### src/core/ltb_pkg.sv
package ltb_pkg;

    // AXI4-Lite register map (byte addresses).
    localparam logic [7:0] LTB_USB_CONTROL_REG_OFS       = 8'h00;
    localparam logic [7:0] LTB_OTG_CONTROL_REG_OFS       = 8'h04;
    localparam logic [7:0] LTB_USB_POWER_CTL_REG_OFS     = 8'h08;
    localparam logic [7:0] LTB_BOOST_PWM_RATE_REG_OFS    = 8'h0C;
    localparam logic [7:0] LTB_BOOST_PWM_CONTROL_REG_OFS = 8'h10;
    localparam logic [7:0] LTB_STATUS_REG_OFS            = 8'h14;

    // Field positions in the usb control register.
    localparam int LTB_USB_MODULE_ENABLE_BIT = 0;
    localparam int LTB_HOST_ROLE_ENABLE_BIT  = 3;
    localparam int LTB_SUSPEND_BIT           = 1;

    // Field positions in the otg control register.
    localparam int LTB_VBUS_DISCHARGE_BIT    = 0;
    localparam int LTB_VBUS_TARGET_SEL_BIT   = 1;
    localparam int LTB_PIN_OVERRIDE_BIT      = 2;
    localparam int LTB_VBUS_GEN_ENABLE_BIT   = 3;
    localparam int LTB_DMINUS_PULLDOWN_BIT   = 4;
    localparam int LTB_DPLUS_PULLDOWN_BIT    = 5;
    localparam int LTB_DPLUS_PULLUP_BIT      = 7;

    // Field positions in the power and pwm registers.
    localparam int LTB_MODULE_POWER_BIT      = 0;
    localparam int LTB_PWM_PERIOD_LSB        = 0;
    localparam int LTB_PWM_DUTY_LSB          = 8;
    localparam int LTB_BOOST_COUNTER_EN_BIT  = 8;
    localparam int LTB_BOOST_POLARITY_BIT    = 9;
    localparam int LTB_BOOST_PWM_EN_BIT      = 15;

    // Reset values.
    localparam logic [15:0] LTB_USB_CONTROL_RST       = 16'h0000;
    localparam logic [15:0] LTB_OTG_CONTROL_RST       = 16'h0000;
    localparam logic [15:0] LTB_USB_POWER_CTL_RST     = 16'h0000;
    localparam logic [15:0] LTB_BOOST_PWM_RATE_RST    = 16'h0000;
    localparam logic [15:0] LTB_BOOST_PWM_CONTROL_RST = 16'h0000;

    // AXI responses.
    localparam logic [1:0] LTB_RESP_OKAY   = 2'h0;
    localparam logic [1:0] LTB_RESP_SLVERR = 2'h2;

    // Line termination as driven toward the transceiver.
    typedef struct packed {
        logic dplus_pullup;
        logic dplus_pulldown;
        logic dminus_pulldown;
    } ltb_term_t;

    // Boost supply controls.
    typedef struct packed {
        logic pwm_out;
        logic vbus_target_select;
        logic vbus_gen_enable;
        logic vbus_discharge;
    } ltb_boost_t;

endpackage : ltb_pkg

### src/core/ltb_line_term_boost.sv
// Added by the designer: the register offsets and the AXI4-Lite register port.
`timescale 1ns/10ps
// Behaviour
// [RQ1] Device mode: D+ pull-up on while module enabled and override clear.
// [RQ2] Override set: D+ pull-up follows only its own control bit.
// [RQ3] Host role enable connects both pull-downs while override clear.
// [RQ4] Override set: each pull-down follows its own control bit.
// [RQ5] Software checks module power and keeps discharge low before VBUS generation.
// [RQ6] PWM period from rate bits 7:0, duty from bits 15:8.
// [RQ7] PWM control bit 9 selects output polarity.
// [RQ8] Otg control bit 1 selects the VBUS target voltage.
// [RQ9] PWM counter runs only while counter enable bit 8 is set.
// [RQ10] PWM output active only while PWM enable bit 15 is set.
// [RQ11] VBUS generation operates only while otg control bit 3 is set.
// [RQ12] Self-powered designs keep module and pull-up off until VBUS seen.
// [RQ13] Pull-up stays connected during bus suspend.
// [RQ14] Output high while count below duty, wraps at period, inverted by polarity.
module ltb_line_term_boost
(
    // Clock and reset.
    input  wire logic                clk,
    input  wire logic                rst_n,
    // AXI4-Lite write address channel.
    input  wire logic [7:0]          s_axi_awaddr,
    input  wire logic                s_axi_awvalid,
    output      logic                s_axi_awready,
    // AXI4-Lite write data channel.
    input  wire logic [31:0]         s_axi_wdata,
    input  wire logic [3:0]          s_axi_wstrb,
    input  wire logic                s_axi_wvalid,
    output      logic                s_axi_wready,
    // AXI4-Lite write response channel.
    output      logic [1:0]          s_axi_bresp,
    output      logic                s_axi_bvalid,
    input  wire logic                s_axi_bready,
    // AXI4-Lite read address channel.
    input  wire logic [7:0]          s_axi_araddr,
    input  wire logic                s_axi_arvalid,
    output      logic                s_axi_arready,
    // AXI4-Lite read data channel.
    output      logic [31:0]         s_axi_rdata,
    output      logic [1:0]          s_axi_rresp,
    output      logic                s_axi_rvalid,
    input  wire logic                s_axi_rready,
    // Power state from the analog block.
    input  wire logic                module_powered,
    // Line termination and boost supply controls.
    output      ltb_pkg::ltb_term_t  term,
    output      ltb_pkg::ltb_boost_t boost
);
    import ltb_pkg::*;

    logic [15:0] usb_control_reg;
    logic [15:0] otg_control_reg;
    logic [15:0] usb_power_ctl_reg;
    logic [15:0] boost_pwm_rate_reg;
    logic [15:0] boost_pwm_control_reg;
    logic [7:0]  pwm_count;
    logic [2:0]  pwr_sync;
    logic        pwr_level;

    logic        aw_held;
    logic [7:0]  aw_addr;
    logic        w_held;
    logic [31:0] w_data;
    logic [3:0]  w_strb;

    logic        wr_fire;
    logic        wr_hit;
    logic [31:0] rd_word;
    logic        rd_hit;

    ltb_term_t   next_term;
    ltb_boost_t  next_boost;
    logic        pin_override_enable;
    logic        boost_counter_enable;
    logic        boost_pwm_enable;
    logic        boost_pwm_polarity;
    logic [7:0]  pwm_period;
    logic [7:0]  pwm_duty;

    // Merge a 16-bit register with the low two byte lanes of a write.
    function automatic logic [15:0] ltb_merge(input logic [15:0] old_val, input logic [31:0] data,
                                              input logic [3:0] strb);
        logic [15:0] res;
        res = old_val;
        if (strb[0])
        begin
            res[7:0] = data[7:0];
        end
        if (strb[1])
        begin
            res[15:8] = data[15:8];
        end
        return res;
    endfunction : ltb_merge

    function automatic logic ltb_mapped(input logic [7:0] addr);
        return addr == LTB_USB_CONTROL_REG_OFS || addr == LTB_OTG_CONTROL_REG_OFS ||
               addr == LTB_USB_POWER_CTL_REG_OFS || addr == LTB_BOOST_PWM_RATE_REG_OFS ||
               addr == LTB_BOOST_PWM_CONTROL_REG_OFS || addr == LTB_STATUS_REG_OFS;
    endfunction : ltb_mapped

    // The power-good level comes from the analog domain; three stages, change on agreement.
    always_ff @(posedge clk or negedge rst_n)
    begin
        if (!rst_n)
        begin
            pwr_sync  <= 3'h0;
            pwr_level <= 1'b0;
        end
        else
        begin
            pwr_sync <= {pwr_sync[1:0], module_powered};
            if (pwr_sync[1] == pwr_sync[2])
            begin
                pwr_level <= pwr_sync[2];
            end
        end
    end

    // Write channel: address and data are caught independently, in either order.
    assign wr_fire = aw_held && w_held && !s_axi_bvalid;
    assign wr_hit  = ltb_mapped(aw_addr);

    always_ff @(posedge clk or negedge rst_n)
    begin
        if (!rst_n)
        begin
            aw_held       <= 1'b0;
            aw_addr       <= 8'h00;
            s_axi_awready <= 1'b0;
        end
        else
        begin
            s_axi_awready <= !aw_held && !s_axi_awready && s_axi_awvalid;
            if (s_axi_awvalid && s_axi_awready)
            begin
                aw_held <= 1'b1;
                aw_addr <= s_axi_awaddr;
            end
            else if (wr_fire)
            begin
                aw_held <= 1'b0;
            end
        end
    end

    always_ff @(posedge clk or negedge rst_n)
    begin
        if (!rst_n)
        begin
            w_held       <= 1'b0;
            w_data       <= 32'h00000000;
            w_strb       <= 4'h0;
            s_axi_wready <= 1'b0;
        end
        else
        begin
            s_axi_wready <= !w_held && !s_axi_wready && s_axi_wvalid;
            if (s_axi_wvalid && s_axi_wready)
            begin
                w_held <= 1'b1;
                w_data <= s_axi_wdata;
                w_strb <= s_axi_wstrb;
            end
            else if (wr_fire)
            begin
                w_held <= 1'b0;
            end
        end
    end

    always_ff @(posedge clk or negedge rst_n)
    begin
        if (!rst_n)
        begin
            s_axi_bvalid <= 1'b0;
            s_axi_bresp  <= LTB_RESP_OKAY;
        end
        else if (wr_fire)
        begin
            s_axi_bvalid <= 1'b1;
            s_axi_bresp  <= wr_hit ? LTB_RESP_OKAY : LTB_RESP_SLVERR;
        end
        else if (s_axi_bready)
        begin
            s_axi_bvalid <= 1'b0;
        end
    end

    // Register storage; the status word is read-only.
    always_ff @(posedge clk or negedge rst_n)
    begin
        if (!rst_n)
        begin
            usb_control_reg       <= LTB_USB_CONTROL_RST;
            otg_control_reg       <= LTB_OTG_CONTROL_RST;
            usb_power_ctl_reg     <= LTB_USB_POWER_CTL_RST;
            boost_pwm_rate_reg    <= LTB_BOOST_PWM_RATE_RST;
            boost_pwm_control_reg <= LTB_BOOST_PWM_CONTROL_RST;
        end
        else if (wr_fire)
        begin
            unique case (aw_addr)
                LTB_USB_CONTROL_REG_OFS:
                    usb_control_reg <= ltb_merge(usb_control_reg, w_data, w_strb);
                LTB_OTG_CONTROL_REG_OFS:
                    otg_control_reg <= ltb_merge(otg_control_reg, w_data, w_strb);
                LTB_USB_POWER_CTL_REG_OFS:
                    usb_power_ctl_reg <= ltb_merge(usb_power_ctl_reg, w_data, w_strb);
                LTB_BOOST_PWM_RATE_REG_OFS:
                    boost_pwm_rate_reg <= ltb_merge(boost_pwm_rate_reg, w_data, w_strb);
                LTB_BOOST_PWM_CONTROL_REG_OFS:
                    boost_pwm_control_reg <= ltb_merge(boost_pwm_control_reg, w_data, w_strb);
                default:
                begin
                end
            endcase
        end
    end

    // Read channel: one cycle from address acceptance to data.
    assign rd_hit = ltb_mapped(s_axi_araddr);

    always_comb
    begin
        rd_word = 32'h00000000;
        unique case (s_axi_araddr)
            LTB_USB_CONTROL_REG_OFS:       rd_word[15:0] = usb_control_reg;
            LTB_OTG_CONTROL_REG_OFS:       rd_word[15:0] = otg_control_reg;
            LTB_USB_POWER_CTL_REG_OFS:
            begin
                rd_word[15:0] = usb_power_ctl_reg;
                // Software polls this bit before starting VBUS generation.
                rd_word[LTB_MODULE_POWER_BIT] = pwr_level; // [RQ5]
            end
            LTB_BOOST_PWM_RATE_REG_OFS:    rd_word[15:0] = boost_pwm_rate_reg;
            LTB_BOOST_PWM_CONTROL_REG_OFS: rd_word[15:0] = boost_pwm_control_reg;
            LTB_STATUS_REG_OFS:            rd_word = {20'h00000, pwm_count, term, boost.pwm_out};
            default:                       rd_word = 32'h00000000;
        endcase
    end

    always_ff @(posedge clk or negedge rst_n)
    begin
        if (!rst_n)
        begin
            s_axi_arready <= 1'b0;
            s_axi_rvalid  <= 1'b0;
            s_axi_rdata   <= 32'h00000000;
            s_axi_rresp   <= LTB_RESP_OKAY;
        end
        else
        begin
            s_axi_arready <= !s_axi_arready && !s_axi_rvalid && s_axi_arvalid;
            if (s_axi_arvalid && s_axi_arready)
            begin
                s_axi_rvalid <= 1'b1;
                s_axi_rdata  <= rd_word;
                s_axi_rresp  <= rd_hit ? LTB_RESP_OKAY : LTB_RESP_SLVERR;
            end
            else if (s_axi_rready)
            begin
                s_axi_rvalid <= 1'b0;
            end
        end
    end

    // Line termination.
    assign pin_override_enable = otg_control_reg[LTB_PIN_OVERRIDE_BIT];

    always_comb
    begin
        if (pin_override_enable)
        begin
            next_term.dplus_pullup    = otg_control_reg[LTB_DPLUS_PULLUP_BIT]; // [RQ2]
            next_term.dplus_pulldown  = otg_control_reg[LTB_DPLUS_PULLDOWN_BIT]; // [RQ4]
            next_term.dminus_pulldown = otg_control_reg[LTB_DMINUS_PULLDOWN_BIT]; // [RQ4]
        end
        else
        begin
            // Suspend state is deliberately not a term here, so the pull-up holds through it.
            next_term.dplus_pullup    = usb_control_reg[LTB_USB_MODULE_ENABLE_BIT] &&
                                        !usb_control_reg[LTB_HOST_ROLE_ENABLE_BIT]; // [RQ1] [RQ13]
            next_term.dplus_pulldown  = usb_control_reg[LTB_HOST_ROLE_ENABLE_BIT]; // [RQ3]
            next_term.dminus_pulldown = usb_control_reg[LTB_HOST_ROLE_ENABLE_BIT]; // [RQ3]
        end
    end

    always_ff @(posedge clk or negedge rst_n)
    begin
        if (!rst_n)
        begin
            term <= '0;
        end
        else
        begin
            term <= next_term;
        end
    end

    // Boost PWM.
    assign pwm_period           = boost_pwm_rate_reg[LTB_PWM_PERIOD_LSB +: 8]; // [RQ6]
    assign pwm_duty             = boost_pwm_rate_reg[LTB_PWM_DUTY_LSB +: 8]; // [RQ6]
    assign boost_counter_enable = boost_pwm_control_reg[LTB_BOOST_COUNTER_EN_BIT];
    assign boost_pwm_enable     = boost_pwm_control_reg[LTB_BOOST_PWM_EN_BIT];
    assign boost_pwm_polarity   = boost_pwm_control_reg[LTB_BOOST_POLARITY_BIT];

    always_ff @(posedge clk or negedge rst_n)
    begin
        if (!rst_n)
        begin
            pwm_count <= 8'h00;
        end
        else if (!boost_counter_enable) // [RQ9]
        begin
            pwm_count <= 8'h00;
        end
        else if (pwm_count >= pwm_period) // [RQ14]
        begin
            pwm_count <= 8'h00;
        end
        else
        begin
            pwm_count <= pwm_count + 8'h01;
        end
    end

    always_comb
    begin
        next_boost.vbus_gen_enable    = otg_control_reg[LTB_VBUS_GEN_ENABLE_BIT]; // [RQ11]
        next_boost.vbus_target_select = otg_control_reg[LTB_VBUS_TARGET_SEL_BIT]; // [RQ8]
        next_boost.vbus_discharge     = otg_control_reg[LTB_VBUS_DISCHARGE_BIT];
        // A disabled PWM parks at its inactive level, which follows the polarity choice.
        next_boost.pwm_out = ((boost_pwm_enable && boost_counter_enable && next_boost.vbus_gen_enable &&
                               pwm_count < pwm_duty) ^ boost_pwm_polarity); // [RQ10] [RQ14] [RQ7]
    end

    always_ff @(posedge clk or negedge rst_n)
    begin
        if (!rst_n)
        begin
            boost <= '0;
        end
        else
        begin
            boost <= next_boost;
        end
    end

endmodule : ltb_line_term_boost

### config.mk
export PLATFORM = sky130hd
export DESIGN_NAME = ltb_line_term_boost
export DESIGN_NICKNAME = d
export VERILOG_FILES = /design/src/core/ltb_pkg.sv /design/src/core/ltb_line_term_boost.sv
export SDC_FILE = /design/constraint.sdc
export NUM_CORES = 1
export LEC_CHECK = 0
export ABC_AREA = 1
export CAP_MARGIN = 25
export CELL_PAD_IN_SITES_DETAIL_PLACEMENT = 0
export CELL_PAD_IN_SITES_GLOBAL_PLACEMENT = 1
export CORE_ASPECT_RATIO = 1.25
export CORE_MARGIN = 2
export CORE_UTILIZATION = 50
export CTS_BUF_LIST = sky130_fd_sc_hd__clkbuf_4 sky130_fd_sc_hd__clkbuf_8
export DETAILED_ROUTE_END_ITERATION = 10
export DONT_BUFFER_PORTS = 1
export GPL_TIMING_DRIVEN = 0
export PLACE_DENSITY_LB_ADDON = 0.1
export SLEW_MARGIN = 10
export SYNTH_ARGS = -nofsm -noshare
export SYNTH_HDL_FRONTEND = slang
export SYNTH_SLANG_ARGS = --single-unit
### constraint.sdc
create_clock -name clk -period 1.94 [get_ports clk]
set_clock_uncertainty 0.05 [all_clocks]
set_input_delay 0.097 -clock clk [delete_from_list [all_inputs] [get_ports clk]]
set_output_delay 0.097 -clock clk [all_outputs]
set_load 0.03 [all_outputs]
* Word-level counts from Yosys, hierarchy flattened
Cells that the tools add are included.
Widths: inputs -> output; s select.
** Word-level totals
- Output and inout bits :: 48
- Word-level logic and storage cells :: 110
- Bits in registers :: 152
** Cells by class
- Reductions and logical operators :: 49
- Magnitude comparators :: 2
- Equality and inequality tests :: 11
- Mux-type cells :: 13
- Add/subtract/negate cells :: 1
- Bitwise logic cells :: 1
** Operator list (number)
- $pmux 16 s6 :: 1
- $eq 8x4->1 const B :: 4
- $eq 8x5->1 const B :: 4
- $reduce_and 3->1 :: 10
- $eq 8x3->1 const B :: 2
- $logic_not 8->1 :: 2
- $mux 8 :: 2
- $logic_and 1x1->1 :: 15
- $logic_or 1x1->1 :: 10
- $add 8x1->8 const B :: 1
- $ge 8x8->1 :: 1
- $logic_not 1->1 :: 8
- $lt 8x8->1 :: 1
- $reduce_bool 2->1 :: 4
- $mux 1 :: 7
- $mux 2 :: 2
- $mux 3 :: 1
- $eq 1x1->1 :: 1
- $xor 1x1->1 :: 1

* Depth between registers and ports, before layout
- Depth after elaboration :: 7
- Gate-level depth with buffers :: 10
- Depth with buffers taken out :: 10

* Worst setup path after synthesis
Ideal clock, no wire load.
- Path type :: register -> register
- From :: register s_axi_bvalid
- To :: register usb_power_ctl_reg[13]
- Period minus slack after synthesis :: 1516 ps
- Arrival :: 1343 ps
- Path buffers :: 1
- Setup slack :: 424 ps
- Cell stages (with the launch flop) :: 8
- Path through :: dfrtp_1 -> inv_1 -> nand3_2 -> nor2_2 -> nand2_2 -> buf_2 -> nand2_1 -> o21ai_1
** Between the ends
- Word-level cells in the longest chain between the ends :: 3
** RTL lines
- start, declared :: line ltb_line_term_boost.sv:34 : output logic s_axi_bvalid,
- start signal, assigned :: line ltb_line_term_boost.sv:178 : s_axi_bvalid <= 1'b0;
- start signal, assigned :: line ltb_line_term_boost.sv:183 : s_axi_bvalid <= 1'b1;
- start signal, assigned :: line ltb_line_term_boost.sv:188 : s_axi_bvalid <= 1'b0;
- $logic_not 1->1 :: line ltb_line_term_boost.sv:123 : assign wr_fire = aw_held && w_held && !s_axi_bvalid;
- $logic_and 1x1->1 :: line ltb_line_term_boost.sv:123
- $reduce_and 3->1 (no line)
- end signal, assigned :: line ltb_line_term_boost.sv:211 : usb_power_ctl_reg <= ltb_merge(usb_power_ctl_reg, w_data, w_strb);
- end, declared :: line ltb_line_term_boost.sv:55 : logic [15:0] usb_power_ctl_reg;
No other way between the ends.
A chain may end at the register's enable or synchronous reset.

* Worst setup path after layout
- From :: register s_axi_awready
- To :: register aw_addr[7]
** Between the ends
- Word-level cells in the longest chain between the ends :: 1
** RTL lines
- start, declared :: line ltb_line_term_boost.sv:26 : output logic s_axi_awready,
- start signal, assigned :: line ltb_line_term_boost.sv:136 : s_axi_awready <= !aw_held && !s_axi_awready && s_axi_awvalid;
- $logic_and 1x1->1 :: line ltb_line_term_boost.sv:137 : if (s_axi_awvalid && s_axi_awready)
- end signal, assigned :: line ltb_line_term_boost.sv:140 : aw_addr <= s_axi_awaddr;
- end, declared :: line ltb_line_term_boost.sv:63 : logic [7:0] aw_addr;
No other way between the ends.

==> results_dict.tcl <==
set metrics [dict create \
    status "complete, but fails checks" \
    violations "hold timing" \
    cts_made_buffers 17 \
    slew_violations 0 \
    start_kind "flop" \
    placementRows 48 \
    drtIter0Drc 504 \
    die_w_microns 109 \
    grt_first_pass_wirelength_microns 29200 \
    yosysTopAreaCell "dfrtp_1" \
    max_cap_viol_count 0 \
    finalCritPeriodShare 0.932 \
    preCtsSetupSlack_ps -293 \
    seqCellArea_sq_um 3730 \
    p_total_mw 8.75 \
    ys_warn_count 0 \
    antenna_found_initial 0 \
    worst_slew_pin_slew_ps 632 \
    clk_pin_slew_worst_paths_ps 80 \
    root_buffer "clkbuf_8" \
    grt_pass1_vias 5517 \
    viasPerCell 5.32 \
    antenna_left 0 \
    synth_area_sq_um 6950 \
    p_int_mw 6.02 \
    start_util 0.507 \
    cts_tree "built" \
    core_sq_um 13700 \
    max_freq_mhz 553 \
    p_comb_frac 0.167 \
    wl_per_cell_microns 17.4 \
    ys_types 34 \
    dr.pass1.iters 7 \
    hold-worst-slack_ps -722 \
    h-tree-depth 4 \
    via_count 5611 \
    synth.avg_cell_area_sq_um 8.74 \
    place_hpwl_microns 12900 \
    place.gp.congestion 0.880 \
    synth_area_leaders "dfrtp_1, nand2_1, nand3_1" \
    ys_seq_elements 149 \
    die_h_microns 136 \
    worstPathRequired_ps 2230 \
    period_needed_ps 1810 \
    antenna_cells 0 \
    multiInputGateArea_sq_um 2760 \
    post-synth-top-area-fraction 0.537 \
    die-area_sq_um 14900 \
    area_delta_synth_final_pct 16.9 \
    routed_wl_microns 18300 \
    cp-end-kind "flop" \
    io_pins 108 \
    relSlewSlack 0.579 \
    rsz0062_at_grt "no" \
    synth_cells 795 \
    final-hold-violation-count 149 \
    fillerInstances 1226 \
    grt_max_degree 150 \
    hp-class "primary input to asynchronous set/reset pin" \
    clockBufferDepth 2 \
    ys_seq_area_frac 0.537 \
    clkLatencyLatePin_ps 460 \
    port_buffers 0 \
    setup_viol 0 \
    gr-total-overflow 0 \
    power_switching_mw 2.73 \
    cp.arrival_ps 2090 \
    track_usage 0.266 \
    drc 0 \
    crit_fanout 4 \
    final.setup.worst_slack_ps 132 \
    ir_drop_uv 647 \
    layout.nets 942 \
    critPathKind "flop to flop" \
    ff2ff_setup_slack_ps 130 \
    drive_gt1_frac 0.130 \
    power_switching_share 0.312 \
    power.leakage_nw 4.04 \
    powerDensity_nw_per_um2 1080 \
    clock_power_share 0.358 \
    clock-sinks 149 \
    pwr-share-seq 0.475 \
]
cells in the final DEF, fill, tap and decap left out, types with 2 or more instances in the layout:
cell and count:
nand2_1 183, dfrtp_1 149, nor2_1 85, nand3_1 79, o21ai_1 68, inv_1 55, a21oi_1 40, dlygate4sd3_1 35
buf_4 20, conb_1 18, clkbuf_8 17, ha_1 16, buf_2 13, nand2_2 11, o21ai_2 11, o21ai_0 9
bufinv_16 8, buf_6 7, clkbuf_1 6, xor2_1 5, nor2_2 4, o21bai_1 4, mux2_2 4, nor3b_1 3
nor3_2 3, nand3b_1 2, nand4_1 2, nand2_4 2, clkinvlp_4 2, nor3_4 2, clkbuf_4 2, inv_6 2
clkinv_2 2
layout make-up:
cell class                 count  share of cell area
sequential                   149               0.459
multi-input combinational    557               0.339
timing repair buffer          35              0.0431
buffer                        48              0.0400
clock inverter                13              0.0339
clock buffer                  19              0.0306
inverter                      58              0.0273
tap                          175              0.0270
what timing repair did:
| action | CTS | global route |
|---|---|---|
| endpoints found under the hold margin | 181 | 155 |
| gates resized for setup | 2 | 3 |
| buffers inserted | 0 | 0 |
| hold buffers | 34 | 1 |
| pin swaps | 0 | 0 |
| setup endpoints to repair | 10 | 12 |
metal layers:
layer	track usage	wire (microns)	vias to the layer above
met5	0	0	-
met4	0.108	549	0
met3	0.0611	1170	30
met2	0.427	8880	187
met1	0.348	7710	2700
li1	-	-	2694
kinds of logic (layout without fill, tap and decap cells):
| group | after synthesis | after routing | share of synthesized area |
|---|---|---|---|
| AOI/OAI and AO/OA | 134 | 134 | 0.105 |
| muxes | 4 | 4 | 0.00648 |
| xor gates and xnor gates | 6 | 6 | 0.00756 |
| other | 1 | 18 | 0.000540 |
| DFF | 149 | 149 | 0.537 |
| and+or+nand+nor | 378 | 378 | 0.236 |
| buffers and inverters | 106 | 173 | 0.0780 |
| adders and majority gates | 17 | 17 | 0.0302 |
cell usage after synthesis:
library cell and instances:
buf_6 7, nor2_2 5, nor3_4 2, nand3_1 79
inv_1 55, clkbuf_1 7, ha_1 16, o21bai_1 4
o21ai_0 9, nand2_4 1, buf_2 13, nand4_1 2
xnor2_1 1, nor3_2 3, buf_1 1, a21oi_1 40
nor2_1 85, nand2_1 184, nand3_2 1, clkinv_1 2
o211a_1 1, nor3b_1 3, xor2_1 5, nand2_2 11
buf_4 20, inv_2 1, o21ai_1 68, o21ai_2 11
mux2_2 4, a31oi_1 1, conb_1 1, maj3_1 1
dfrtp_1 149, nand3b_1 2
metrics by stage:
step | cell area (sq um) | setup TNS (ps) | std cells | utilization
floorplan | 7010 | 0 | 812 | -
CTS | 8100 | 0 | 1053 | 0.592
finish | 8120 | 0 | 1054 | 0.593
global placement | 7230 | -3070 | 987 | 0.528
global route | 8120 | 0 | 1054 | 0.593
detailed placement | 7230 | -2710 | 987 | 0.528
power by group through the flow:
stage / clock, mW / combinational, mW / sequential, mW
finish: 3.13 / 1.46 / 4.15
global route: 3.30 / 1.66 / 4.21
CTS: 3.16 / 1.45 / 4.15
detailed placement: 0 / 1.36 / 4.21
global placement: 0 / 1.31 / 4.19
floorplan: 0 / 1.00 / 4.12
critical path: stages (launching register included):
cell and delay (ps):
dfrtp_1 510, nand2_1 200, mux2_2 360, dlygate4sd3_1 570
final timing paths:
| check | cells after the start | endpoint | from |
|---|---|---|---|
| min in group clk | 3 | w_strb[1] | s_axi_wvalid |
| max reg2reg | 3 | aw_addr[7] | s_axi_awready |
| min reg2reg | 0 | pwr_sync[1] | pwr_sync[0] |
| min | 0 | otg_control_reg[2] | rst_n |
| max in group asynchronous | 0 | s_axi_rdata[14] | rst_n |
| max | 3 | aw_addr[7] | s_axi_awready |
Note: power is estimated with default switching activity, not from simulation.
